--- config.mk ---
export PLATFORM = sky130hd
export DESIGN_NAME = srs_route_top
export DESIGN_NICKNAME = d
export VERILOG_FILES = /design/src/srs_pkg.sv /design/src/srs_chan_route.sv /design/src/srs_route_top.sv
export VERILOG_INCLUDE_DIRS = /design/src
export SDC_FILE = /design/constraint.sdc
export NUM_CORES = 1
export LEC_CHECK = 0
export ABC_AREA = 1
export BUFFER_PORTS_ARGS = -buffer_cell sky130_fd_sc_hd__buf_4
export CORE_ASPECT_RATIO = 1.2
export CORE_MARGIN = 3
export CORE_UTILIZATION = 38
export CTS_CLUSTER_SIZE = 40
export DETAILED_ROUTE_END_ITERATION = 8
export PLACE_DENSITY = 0.61
export SETUP_SLACK_MARGIN = 0.5
export SLEW_MARGIN = 20
export SYNTH_ARGS = -nofsm -noshare
export SYNTH_HDL_FRONTEND = slang
export SYNTH_HIERARCHICAL = 1
export SYNTH_SLANG_ARGS = --single-unit
--- constraint.sdc ---
create_clock -name ref_clk_in -period 8.4 [get_ports ref_clk_in]
set_clock_uncertainty 0.05 [all_clocks]
set_input_delay 1.26 -clock ref_clk_in [delete_from_list [all_inputs] [get_ports ref_clk_in]]
set_output_delay 1.26 -clock ref_clk_in [all_outputs]
set_load 0.1 [all_outputs]
--- src/srs_defines.svh ---
/*
  Offsets, field positions, masks and reset values of the serial pin
  route selector. Assumes a plain register port with byte addresses.
*/
// Contract
// [RULE1] Clock field: 00 input alt0 no output; 01/10/11 both ways alt0/1/2.
// [RULE2] Data-out: 00 input alt0 no output; 01/10/11 both ways alt0/1/2.
// [RULE3] Data-in field: 00 and 01 alt0, 10 alt1, 11 alt2.
// [RULE4] Reset clears all fields: no pin driven, inputs from alt0.
// [RULE5] Reads return stored field values, without side effect.
// [RULE6] Reserved bit groups always read as zero.
// [RULE7] Software writes zeros into reserved bit groups.
// [RULE8] Deep standby reset keeps route contents; other resets clear them.
// [RULE9] Ch0 register: clock 9:8, data-out 7:6, data-in 5:4, 3:0 reserved.
// [RULE10] Ch4-7 reg: 31:28 reserved; ch7 clock 27:26, out 25:24, in 23:22.
// [RULE11] Ch6 clock 21:20, data-out 19:18, data-in 17:16.
// [RULE12] Ch5 clock 15:14 uses the common clock encoding.
// [RULE13] Second register holds only channels 4 to 7.
// [RULE14] Ch5 data-out 13:12, data-in 11:10; ch4 clock 9:8.
// [RULE15] Ch4 data-out 7:6, data-in 5:4, clear-to-send 3:2.
// [RULE16] Clear-to-send: 00 and 01 alt0, 10 alt1, 11 alt2.
// [RULE17] Request-to-send 1:0: 00 no output; 01/10/11 drive alt0/1/2.
// [RULE18] New field acts after the write, other channels undisturbed.
`ifndef SRS_DEFINES_SVH
`define SRS_DEFINES_SVH

`define SRS_OFF_CH0_ROUTE 8'h00
`define SRS_OFF_CH47_ROUTE 8'h04

`define SRS_CH0_ROUTE_RST 32'h00000000
`define SRS_CH47_ROUTE_RST 32'h00000000
`define SRS_CH0_ROUTE_MASK 32'h000003f0
`define SRS_CH47_ROUTE_MASK 32'h0fffffff

// each channel group is clock, data-out, data-in from high to low
`define SRS_GRP_W 6
`define SRS_CH0_GRP_LSB 4
`define SRS_CH4_GRP_LSB 4
`define SRS_CTS4_LSB 2
`define SRS_RTS4_LSB 0

`endif

--- src/srs_pkg.sv ---
/*
  Types and code helpers of the serial pin route selector.
  Assumes nothing of its surroundings.
*/
package srs_pkg;

  typedef enum logic [1:0] {
    SRS_RT_IDLE = 2'b00,
    SRS_RT_ALT0 = 2'b01,
    SRS_RT_ALT1 = 2'b10,
    SRS_RT_ALT2 = 2'b11
  } srs_route_t;

  typedef struct packed {
    srs_route_t sck;
    srs_route_t serial_data_out_pin;
    srs_route_t serial_data_in_pin;
  } srs_ch_route_t;

  // index of the pin location feeding the channel input
  function automatic logic [1:0] srs_in_alt(input srs_route_t c);
    unique case (c)
      SRS_RT_ALT1: srs_in_alt = 2'h1;
      SRS_RT_ALT2: srs_in_alt = 2'h2;
      default: srs_in_alt = 2'h0;
    endcase
  endfunction : srs_in_alt

  // one-hot of the pin location driven, zero when idle
  function automatic logic [2:0] srs_out_alt(input srs_route_t c);
    unique case (c)
      SRS_RT_ALT0: srs_out_alt = 3'h1;
      SRS_RT_ALT1: srs_out_alt = 3'h2;
      SRS_RT_ALT2: srs_out_alt = 3'h4;
      default: srs_out_alt = 3'h0;
    endcase
  endfunction : srs_out_alt

endpackage : srs_pkg

--- src/srs_chan_route.sv ---
/*
  One serial channel's pin router: clock, data-out, data-in.
  Assumes a synchronised reset and pins from outside the clock domain.
*/
`timescale 1ns/1ns
module srs_chan_route import srs_pkg::*; (
  input wire logic ref_clk_in,
  input wire logic rst_b_in,
  input wire logic clr_in,
  input wire srs_ch_route_t route_in,
  input wire logic [2:0] sck_pin_in,
  output logic [2:0] sck_pin_out,
  output logic [2:0] sck_pin_oe_out,
  input wire logic [2:0] sot_pin_in,
  output logic [2:0] sot_pin_out,
  output logic [2:0] sot_pin_oe_out,
  input wire logic [2:0] sin_pin_in,
  input wire logic ch_sck_drv_in,
  input wire logic ch_sot_drv_in,
  output logic ch_sck_rx_out,
  output logic ch_sot_rx_out,
  output logic ch_sin_rx_out
);

  logic [8:0] meta_q;
  logic [8:0] sync_q;
  logic [2:0] sck_pin_d, sck_oe_d, sot_pin_d, sot_oe_d;
  logic sck_rx_d, sot_rx_d, sin_rx_d;
  logic [2:0] sck_s, sot_s, sin_s;

  assign sck_s = sync_q[2:0];
  assign sot_s = sync_q[5:3];
  assign sin_s = sync_q[8:6];

  always_comb begin
    sck_oe_d = srs_out_alt(route_in.sck); // [RULE1]
    sot_oe_d = srs_out_alt(route_in.serial_data_out_pin); // [RULE2]
    sck_pin_d = {3{ch_sck_drv_in}};
    sot_pin_d = {3{ch_sot_drv_in}};
    sck_rx_d = sck_s[srs_in_alt(route_in.sck)]; // [RULE1]
    sot_rx_d = sot_s[srs_in_alt(route_in.serial_data_out_pin)]; // [RULE2]
    sin_rx_d = sin_s[srs_in_alt(route_in.serial_data_in_pin)]; // [RULE3]
    if (clr_in) begin
      // quiet pins while the rest of the chip sits in standby reset
      sck_oe_d = 3'h0;
      sot_oe_d = 3'h0;
      sck_pin_d = 3'h0;
      sot_pin_d = 3'h0;
      sck_rx_d = 1'b0;
      sot_rx_d = 1'b0;
      sin_rx_d = 1'b0;
    end
  end

  always_ff @(posedge ref_clk_in or negedge rst_b_in) begin
    if (!rst_b_in) begin
      meta_q <= 9'h000;
      sync_q <= 9'h000;
      sck_pin_out <= 3'h0;
      sck_pin_oe_out <= 3'h0;
      sot_pin_out <= 3'h0;
      sot_pin_oe_out <= 3'h0;
      ch_sck_rx_out <= 1'b0;
      ch_sot_rx_out <= 1'b0;
      ch_sin_rx_out <= 1'b0;
    end else begin
      meta_q <= {sin_pin_in, sot_pin_in, sck_pin_in};
      sync_q <= meta_q;
      sck_pin_out <= sck_pin_d;
      sck_pin_oe_out <= sck_oe_d;
      sot_pin_out <= sot_pin_d;
      sot_pin_oe_out <= sot_oe_d;
      ch_sck_rx_out <= sck_rx_d;
      ch_sot_rx_out <= sot_rx_d;
      ch_sin_rx_out <= sin_rx_d;
    end
  end

endmodule : srs_chan_route

--- src/srs_route_top.sv ---
/*
  Serial pin route selector: two route registers on a plain register
  port, five channel routers (ch0, ch4..ch7) and ch4 handshake routing.
  Assumes pins come from outside the clock domain, channel signals and
  the deep standby reset come from logic on ref_clk_in.
*/
// The address-and-strobe port and the address map were decided locally.
`timescale 1ns/1ns
`include "srs_defines.svh"
module srs_route_top import srs_pkg::*; (
  input wire logic ref_clk_in,
  input wire logic rst_b_in,
  input wire logic dstby_rst_b_in,
  input wire logic [7:0] reg_addr_in,
  input wire logic [31:0] reg_wdata_in,
  input wire logic reg_wr_in,
  input wire logic reg_rd_in,
  output logic [31:0] reg_rdata_out,
  input wire logic [4:0][2:0] sck_pin_in,
  output logic [4:0][2:0] sck_pin_out,
  output logic [4:0][2:0] sck_pin_oe_out,
  input wire logic [4:0][2:0] sot_pin_in,
  output logic [4:0][2:0] sot_pin_out,
  output logic [4:0][2:0] sot_pin_oe_out,
  input wire logic [4:0][2:0] sin_pin_in,
  input wire logic [4:0] ch_sck_drv_in,
  input wire logic [4:0] ch_sot_drv_in,
  output logic [4:0] ch_sck_rx_out,
  output logic [4:0] ch_sot_rx_out,
  output logic [4:0] ch_sin_rx_out,
  input wire logic [2:0] cts_pin_in,
  output logic ch4_cts_rx_out,
  input wire logic ch4_rts_drv_in,
  output logic [2:0] rts_pin_out,
  output logic [2:0] rts_pin_oe_out
);

  //////////////////////////////////////////////////////////////////////
  // reset release

  logic rst_meta_q;
  logic rst_sync_q;

  always_ff @(posedge ref_clk_in or negedge rst_b_in) begin
    if (!rst_b_in) begin
      rst_meta_q <= 1'b0;
      rst_sync_q <= 1'b0;
    end else begin
      rst_meta_q <= 1'b1;
      rst_sync_q <= rst_meta_q;
    end
  end

  //////////////////////////////////////////////////////////////////////
  // route registers

  logic [31:0] ch0_route_q, ch0_route_d;
  logic [31:0] ch47_route_q, ch47_route_d;
  logic [31:0] rdata_d;
  logic wr_ch0, wr_ch47, rd_ch0, rd_ch47;

  assign wr_ch0 = reg_wr_in && (reg_addr_in == `SRS_OFF_CH0_ROUTE);
  assign wr_ch47 = reg_wr_in && (reg_addr_in == `SRS_OFF_CH47_ROUTE);
  assign rd_ch0 = reg_rd_in && (reg_addr_in == `SRS_OFF_CH0_ROUTE);
  assign rd_ch47 = reg_rd_in && (reg_addr_in == `SRS_OFF_CH47_ROUTE);

  always_comb begin
    ch0_route_d = ch0_route_q;
    ch47_route_d = ch47_route_q;
    // reserved groups are not stored, so a careless write cannot leak
    if (wr_ch0) begin
      ch0_route_d = reg_wdata_in & `SRS_CH0_ROUTE_MASK; // [RULE6] [RULE7]
    end
    if (wr_ch47) begin
      ch47_route_d = reg_wdata_in & `SRS_CH47_ROUTE_MASK; // [RULE6] [RULE7]
    end
  end

  // deep standby reset deliberately absent here: routing must survive it
  always_ff @(posedge ref_clk_in or negedge rst_sync_q) begin
    if (!rst_sync_q) begin
      ch0_route_q <= `SRS_CH0_ROUTE_RST; // [RULE4]
      ch47_route_q <= `SRS_CH47_ROUTE_RST; // [RULE4] [RULE8]
    end else begin
      ch0_route_q <= ch0_route_d;
      ch47_route_q <= ch47_route_d; // [RULE18]
    end
  end

  // read data valid for one cycle only; unmapped reads return zero
  always_comb begin
    rdata_d = 32'h00000000;
    if (rd_ch0) begin
      rdata_d = ch0_route_q; // [RULE5]
    end else if (rd_ch47) begin
      rdata_d = ch47_route_q; // [RULE5] [RULE13]
    end
  end

  always_ff @(posedge ref_clk_in or negedge rst_sync_q) begin
    if (!rst_sync_q) begin
      reg_rdata_out <= 32'h00000000;
    end else begin
      reg_rdata_out <= rdata_d;
    end
  end

  //////////////////////////////////////////////////////////////////////
  // channel routers: index 0 is ch0, indices 1..4 are ch4..ch7

  logic standby_clr;

  assign standby_clr = !dstby_rst_b_in;

  for (genvar g = 0; g < 5; g++) begin : g_ch
    srs_ch_route_t route;

    if (g == 0) begin : g_ch0
      assign route = srs_ch_route_t'(
        ch0_route_q[`SRS_CH0_GRP_LSB +: `SRS_GRP_W]); // [RULE9]
    end else begin : g_ch47
      assign route = srs_ch_route_t'(
        ch47_route_q[`SRS_CH4_GRP_LSB + `SRS_GRP_W * (g - 1)
          +: `SRS_GRP_W]); // [RULE10] [RULE11] [RULE12] [RULE14]
    end

    srs_chan_route u_route (
      .ref_clk_in(ref_clk_in),
      .rst_b_in(rst_sync_q),
      .clr_in(standby_clr),
      .route_in(route),
      .sck_pin_in(sck_pin_in[g]),
      .sck_pin_out(sck_pin_out[g]),
      .sck_pin_oe_out(sck_pin_oe_out[g]),
      .sot_pin_in(sot_pin_in[g]),
      .sot_pin_out(sot_pin_out[g]),
      .sot_pin_oe_out(sot_pin_oe_out[g]),
      .sin_pin_in(sin_pin_in[g]),
      .ch_sck_drv_in(ch_sck_drv_in[g]),
      .ch_sot_drv_in(ch_sot_drv_in[g]),
      .ch_sck_rx_out(ch_sck_rx_out[g]),
      .ch_sot_rx_out(ch_sot_rx_out[g]),
      .ch_sin_rx_out(ch_sin_rx_out[g])
    );
  end

  //////////////////////////////////////////////////////////////////////
  // ch4 handshake routing

  srs_route_t cts_sel, rts_sel;
  logic [2:0] cts_meta_q, cts_sync_q;
  logic cts_rx_d;
  logic [2:0] rts_pin_d, rts_oe_d;

  assign cts_sel = srs_route_t'(ch47_route_q[`SRS_CTS4_LSB +: 2]);
  assign rts_sel = srs_route_t'(ch47_route_q[`SRS_RTS4_LSB +: 2]);

  always_comb begin
    cts_rx_d = cts_sync_q[srs_in_alt(cts_sel)]; // [RULE15] [RULE16]
    rts_oe_d = srs_out_alt(rts_sel); // [RULE17]
    rts_pin_d = {3{ch4_rts_drv_in}};
    if (standby_clr) begin
      cts_rx_d = 1'b0;
      rts_oe_d = 3'h0;
      rts_pin_d = 3'h0;
    end
  end

  always_ff @(posedge ref_clk_in or negedge rst_sync_q) begin
    if (!rst_sync_q) begin
      cts_meta_q <= 3'h0;
      cts_sync_q <= 3'h0;
      ch4_cts_rx_out <= 1'b0;
      rts_pin_out <= 3'h0;
      rts_pin_oe_out <= 3'h0;
    end else begin
      cts_meta_q <= cts_pin_in;
      cts_sync_q <= cts_meta_q;
      ch4_cts_rx_out <= cts_rx_d;
      rts_pin_out <= rts_pin_d;
      rts_pin_oe_out <= rts_oe_d;
    end
  end
endmodule : srs_route_top

==> key figures, run 1 <==
Clock network
  • Post-CTS sizing: 0
  • CTS clk-pin slew, worst paths: 0.06 ns
  • Post-CTS Hold Buffers: 0
  • H-tree Lvls: 1
  • Skew-Pair Late Insertion Delay: about 0.49 ns
  • Clk sinks: 220
  • Root Driver: clkbuf_16
  • CTS Buf Count: 22
  • Postcts setup bufs: 0
  • Clock Path Buffers: 3
  • TritonCTS clock tree: done

Worst setup path
  • Max FO, Critical Path: 29
  • RR Endpoint: g_ch[2].u_route/sync_q[3]$_DFF_PN0_
  • Crit path DAT: 2.97 ns
  • R2r worst-path depth: 1
  • Type of destination of the critical path: register
  • Setup crit start kind: primary input
  • Crit Path Class: in -> reg
  • Reg-to-Reg Start: rst_sync_q$_DFF_PN0_
  • Crit path required time: 8.73 ns
  • R2R Setup Slk: 6.41 ns

Route
  • Routed wire per std cell: 14.7 um
  • Number of DRC markers in iteration 0: around 210
  • Drt pass-1 iters: 4
  • Total number of vias: between 4,000 and 5,000
  • Vias/cell: around 4.4
  • Routed WL: 16,200 um
  • Final ANT Viol Nets: 0
  • Post-route DRC: 0

Power
  • Max IR drop VDD: between 0.0001 and 0.00015 V
  • Leakage: 0.00501 uW
  • Switching share of power: 0.256
  • Switching pwr: 579 uW
  • Clock Power Share: 0.397
  • Pwr/cell area: 234 nW/um2
  • Gate power share: 0.104
  • P_int: around 1700 uW
  • Seq pwr share: 0.499

Placement
  • Placed Area: 9010 um2
  • Number of port buffers: 209
  • Hpwl dp: around 11,000 um
  • Pre-CTS setup slack: 5.25 ns
  • Routability cong.: ~0.76

Logic synthesis
  • Post-synth EDFFs: 0
  • Library cells used by synthesis: 19
  • Avg Cell Area, Syn: 11.8 um2
  • Post-synth ARST share: 1.00
  • Main combinational cell family by area after synthesis: simple AND/OR/NAND/NOR gates
  • Top area cells in the synthesized netlist: dfrtp_1, nand2_1, nand3_1, inv_1, nor2_1
  • Share of the synthesized area in the top cell type: 0.742
  • Simple-Gate Fraction of Synth Area: 0.163
  • Cell count after synthesis: 630
  • Compound-cell area share of the yosys netlist: 0.0115
  • Post-synthesis mux area share: 0
  • Synth Area in XOR/XNOR: 0
  • Commonest cells in the netlist: dfrtp_1, nand2_1, nand3_1
  • Count leader, synth: dfrtp_1
  • Total number of yosys warnings: 6
  • Synth area leader: dfrtp_1
  • Adder-cell share of the synthesized area: 0
  • Register area share after synthesis: 0.742
  • Top_reg_cell synth: dfrtp_1
  • Register bit count reported by yosys: 220
  • Area of the mapped netlist: 7420 um2

Floorplan
  • Total die area: around 21,000 um2
  • Core area: 19,000 um2
  • Boundary Pins: between 200 and 250
  • Initial core utilization: 0.391
  • Die W: ~130 um
  • Std-Cell Rows: 55
  • Die span in y: about 160 um

Min path
  • Hold endpoint: g_ch[0].u_route/sync_q[6]$_DFF_PN0_
  • Worst hold path type: reg -> reg
  • Hold path depth: 0
  • HP Start: g_ch[0].u_route/meta_q[6]$_DFF_PN0_

Timing
  • Setup tns final: 0 ns
  • Final-report hold violation count: 0
  • Crit share post-route: 0.314
  • Max-slew headroom: 0.361
  • Final setup violation count: 0
  • Final Slew Violations: 0
  • RSZ-0062 raised after global routing: no
  • Final Critical Period: 2.64 ns
  • Final worst slack: 5.76 ns
  • Tightest Pin Transition: roughly 0.96 ns
  • Fmax: 379 MHz

Final layout
  • Final core occ: 0.509
  • Post-route cell area: 9670 um2
  • N_diodes: 0
  • Share of cells above drive strength 1: 0.300
  • Synthesis-to-finish area growth: 30.4%
  • Net count, final: 936

Status
  • Status: completed

Global routing
  • All-Layer GR Usage: 0.149
  • Antenna violations before repair: 1
  • First-pass GRT wire length: 25,300 um
  • Pin count of the biggest net entering global routing: slightly below 80
  • Vias in the first global route: roughly 4,900
  • Grt total ovfl: 0

Run
  • Max-cap violations: 0
-- area by class of cell --
cell class,instances,area [um2]
flip-flops and latches,220,5510
fillers,1736,9320
multi-input cells,302,1310
inverters,73,274
clock inverters,4,22.5
repair buffers,213,1600
well taps,256,320
clock buffers,34,637
-- registers in the layout (all words and copies together), names as in the netlist, 5 cells and up --
name and cells:
g_ch.u_route/ch_sot_rx_out 5, g_ch.u_route/sot_pin_out 5, reg_rdata_out 28, g_ch.u_route/sck_pin_out 5
g_ch.u_route/sync_q 45, ch47_route_q 28, g_ch.u_route/ch_sck_rx_out 5, ch0_route_q 6
g_ch.u_route/meta_q 45, g_ch.u_route/sck_pin_oe_out 15, g_ch.u_route/sot_pin_oe_out 15, g_ch.u_route/ch_sin_rx_out 5
-- through the flow --
stage | std cells | hold WS [ns] | total power (uW)
final | 1102 | 0.295 | 2260
after floorplan | 633 | 0.281 | 1310
after global placement | 1064 | 0.281 | 1380
after detailed placement | 1064 | 0.285 | 1390
after global routing | 1102 | 0.302 | 2350
after CTS | 1102 | 0.294 | 2300
-- power by group through the flow --
stage,sequential (uW),clock [uW],combinational [uW]
after floorplan,1220,0,91.0
after global placement,1150,0,236
after detailed placement,1150,0,237
after CTS,1130,931,238
after global routing,1130,970,250
final,1130,897,235
-- worst max-delay path, cell delays in order --
cell and delay, ns:
buf_4 0.11, nor2_1 0.12, nand2_2 0.18, nor2_4 0.13
buf_4 0.36, nand2_2 0.53, nand2_1 0.21, nand2_1 0.07
-- how the worst max path moves through the flow --
stage | start | endpoint | slack [ns]
after floorplan | rst_sync_q$_DFF_PN0_ | ch0_route_q[4]$_DFFE_PN0P_ | 1.77
after global placement | reg_addr_in[7] | ch47_route_q[3]$_DFFE_PN0P_ | 5.27
after detailed placement | reg_addr_in[7] | ch47_route_q[6]$_DFFE_PN0P_ | 5.25
after CTS | reg_addr_in[7] | ch47_route_q[6]$_DFFE_PN0P_ | 5.77
after global routing | reg_addr_in[7] | ch47_route_q[20]$_DFFE_PN0P_ | 5.55
final | reg_addr_in[7] | ch47_route_q[6]$_DFFE_PN0P_ | 5.76
-- layer usage --
layer	vias to the layer above	wire length, um	global-route usage
met5	-	20	0
met4	2	431	0.0458
met3	31	1470	0.0477
met2	186	8020	0.257
met1	2302	6220	0.178
li1	2330	-	-
-- kinds of logic after synthesis --
kind of cell / Yosys count
AOI/OAI and AO/OA: 17
buffers and inverters: 111
DFF: 220
other: 2
and+or+nand+nor: 280
-- cell usage in the layout, fill, tap and decap left out, types with 5 or more instances in the layout --
cell type,count
o21ai_0,10
buf_4,213
dfrtp_1,219
conb_1,5
nand2_1,114
inv_2,6
nand3_1,71
nand4_1,5
clkbuf_16,23
clkbuf_1,9
nor3_1,23
nor2_1,62
a21oi_1,7
inv_1,66
(Power assumes the default switching activity.)
==> inputs of run 2 (changes only) <==
- ABC_AREA: 1 -> 0
- PLACE_DENSITY: 0.61 -> 0.63
- clock period: 8.4 -> 2.4 ns (I/O delays scaled with it)
==> run 2 against run 1 <==
  * Via count decreased by 15%
  * Clock power increased to 3.6 times the previous value
  * Power rose to 3.6 times the previous value
  * Final area grew 5.3%
  * Critical endpoint is now sot_pin_out[2]
  * Largest power group unchanged
  * Highest routed layer is now met4
==> key figures, run 2 <==
Status
  • Status: completed

Global routing
  • Most Crowded Layer GR: met2
  • Vias in the first global route: 4,455 (-8.4%)
  • All-Layer GR Usage: 0.140 (-0.00886)
  • M2 GR Usage: 0.249 (-0.00780)
  • Met3 usage: 0.0294 (-0.0183)
  • Grt met1 use: 0.171 (-0.00694)
  • Pin count of the biggest net entering global routing: 74 (-3.9%)
  • Grt total ovfl: 0 (unchanged)
  • Antenna violations before repair: 0 (-1)
  • First-pass GRT wire length: 23,300 um (-7.9%)

Route
  • Drt pass-1 iters: 4 (unchanged)
  • Post-route DRC: 0 (unchanged)
  • Vias/cell: 4.34 (-1.3%)
  • Routed wire per std cell: 15.5 um (+5.7%)
  • Total number of vias: 4,123 (-15%)
  • Final ANT Viol Nets: 0 (unchanged)
  • Number of DRC markers in iteration 0: 181 (-13%)
  • Routed WL: 14,700 um (-8.9%)

Worst setup path
  • Crit path DAT: 1.19 ns (-1.78 ns)
  • Max incr delay on CP: 0.38 ns (-0.15 ns)
  • Crit path required time: 1.99 ns (-6.74 ns)
  • RR Endpoint: ch47_route_q[12]$_DFFE_PN0P_
  • Top delay family on crit path: flip-flops
  • Critical path depth: 1 (-7)
  • Slowest CP cell: dfrtp_1
  • Reg-to-Reg Start: rst_sync_q$_DFF_PN0_
  • Setup crit start kind: register
  • Crit Path Class: reg -> out
  • Worst path cell trace: buf_4
  • R2r worst-path depth: 2 (+1)
  • R2R Setup Slk: 1.38 ns (-5.03 ns)
  • Crit path launch: g_ch[0].u_route/sot_pin_out[1]$_DFF_PN0_
  • Worst path bufs/invs: 1 (-1)
  • Type of destination of the critical path: output port
  • Max FO, Critical Path: 3 (-90%)
  • Worst setup path endpoint: sot_pin_out[2]

Logic synthesis
  • Library cells used by synthesis: 25 (+6)
  • Total number of yosys warnings: 6 (unchanged)
  • Avg Cell Area, Syn: 17.0 um2 (+44%)
  • Commonest cells in the netlist: dfrtp_1, buf_4, and2_1, nor2_1, mux2i_1
  • Share of the synthesized area in the top cell type: 0.760 (+0.0181)
  • Post-synth EDFFs: 0 (unchanged)
  • Count leader, synth: dfrtp_1
  • Cell count after synthesis: 426 (-32%)
  • Synth area leader: dfrtp_1
  • Register area share after synthesis: 0.760 (+0.0181)
  • Top_reg_cell synth: dfrtp_1
  • Register bit count reported by yosys: 220 (unchanged)
  • Top area cells in the synthesized netlist: dfrtp_1, mux2_4, mux2i_1, buf_4, mux2_2
  • Area of the mapped netlist: 7240 um2 (-2.4%)
  • Post-synth ARST share: 1.00 (unchanged)

Power
  • Max IR drop VDD: 0.000453 V (+240%)
  • Pwr/cell area: 794 nW/um2 (+240%)
  • Leakage: 0.00512 uW (+2.1%)
  • Overall Power: 8090 uW (+260%)

Clock network
  • CTS clk-pin slew, worst paths: 0.06 ns (about the same)
  • Clk sinks: 220 (unchanged)
  • Clock Path Buffers: 3 (unchanged)
  • Postcts setup bufs: 0 (unchanged)
  • TritonCTS clock tree: done
  • Skew-Pair Late Insertion Delay: 0.49 ns (about the same)
  • Root Driver: clkbuf_16
  • CTS Buf Count: 22 (unchanged)
  • H-tree Lvls: 1 (unchanged)

Final layout
  • Regs by FF count: g_ch.u_route/meta_q x45, g_ch.u_route/sync_q x45
  • Post-route cell area: 10,200 um2 (+5.3%)
  • Share of cells above drive strength 1: 0.432 (+0.132)
  • Net count, final: 789 (-16%)
  • Commonest non-fill, non-tap cell in the layout: dfrtp_1
  • N_diodes: 0 (unchanged)
  • Leading cell types in the layout, fill and taps excluded: dfrtp_1, buf_4, dlygate4sd3_1
  • Synthesis-to-finish area growth: 40.7%

Timing
  • Setup tns final: 0 ns (unchanged)
  • Hold Worst Slack: 0.0385 ns (-0.257 ns)
  • Final Slew Violations: 0 (unchanged)
  • Tightest Pin Transition: 0.547 ns (-0.410 ns)
  • Final setup violation count: 0 (unchanged)
  • Fmax: 626 MHz
  • RSZ-0062 raised after global routing: no
  • Final Critical Period: 1.60 ns
  • Max-slew headroom: 0.635 (+0.274)
  • Crit share post-route: 0.666
  • Final-report hold violation count: 0 (unchanged)
  • Final worst slack: 0.802 ns (-4.96 ns)

Run
  • Max-cap violations: 0 (unchanged)

Placement
  • Hpwl dp: 9960 um (-8.5%)
  • Number of port buffers: 209 (unchanged)
  • Routability cong.: 0.760 (+0.52%)
  • Placed Area: 9010 um2 (about the same)
  • Pre-CTS setup slack: 0.553 ns (-4.70 ns)

Min path
  • Worst hold path type: in -> reg

Floorplan
  • Die span in y: 157 um (-1.2%)
  • Std-Cell Rows: 54 (-1.8%)
  • Boundary Pins: 218 (unchanged)
  • Die W: 132 um (-1.1%)
  • Core area: 18,400 um2 (-2.9%)
  • Total die area: 20,800 um2 (-2.3%)
  • Initial core utilization: 0.393 (+0.00204)
[run 2: final cells by class]
class                   count  area, um2
clock buffers              28        614
clock inverters             8       71.3
repair buffers            268       2180
flip-flops and latches    220       5510
multi-input cells         172       1490
inverters                   1       3.75
well taps                 252        315
fillers                  1496       8260
[run 2: kinds of logic (layout without fill, tap and decap cells)]
group | Yosys count | count (layout) | share of synthesized area
AOI/OAI and AO/OA | 16 | 16 | 0.0235
other | 2 | 5 | 0.00104
muxes | 56 | 56 | 0.0936
buffers and inverters | 37 | 305 | 0.0358
DFF | 220 | 220 | 0.760
and+or+nand+nor | 95 | 95 | 0.0860
[run 2: worst min path at each step]
stage	start	slack (ns)	to	depth (start not counted)
4_1_cts	ch_sck_drv_in[0]	0.01	g_ch[0].u_route/sck_pin_out[1]$_DFF_PN0_	2
2_1_floorplan	rst_b_in	0.01	rst_meta_q$_DFF_PN0_	0
6_report	ch_sck_drv_in[0]	0.04	g_ch[0].u_route/sck_pin_out[1]$_DFF_PN0_	2
5_1_grt	ch_sck_drv_in[0]	0.01	g_ch[0].u_route/sck_pin_out[1]$_DFF_PN0_	2
3_5_place_dp	rst_b_in	0.09	rst_sync_q$_DFF_PN0_	1
3_3_place_gp	rst_b_in	0.09	rst_meta_q$_DFF_PN0_	1
[run 2: per-layer routing]
| layer | part of all wire | vias up |
|---|---|---|
| met5 | 0 | - |
| met4 | 0.025 | 0 |
| met3 | 0.061 | 25 |
| met2 | 0.53 | 140 |
| met1 | 0.39 | 2046 |
| li1 | - | 1912 |
[run 2: power by group]
| part | internal (uW) | switching (uW) |
|---|---|---|
| registers | 3850 | 82.5 |
| logic | 309 | 610 |
| clock network | 1910 | 1330 |
[run 2: per-stage QoR]
step | instances | utilization
final | 949 | 0.552
after global routing | 949 | 0.552
after CTS | 949 | 0.552
after detailed placement | 864 | 0.489
after global placement | 864 | 0.489
after floorplan | 429 | -
[run 2: repair_timing]
| action | CTS | global route |
|---|---|---|
| resized for setup | 0 | 0 |
| endpoints found under the hold margin | 50 | 0 |
| hold buffers | 49 | 0 |
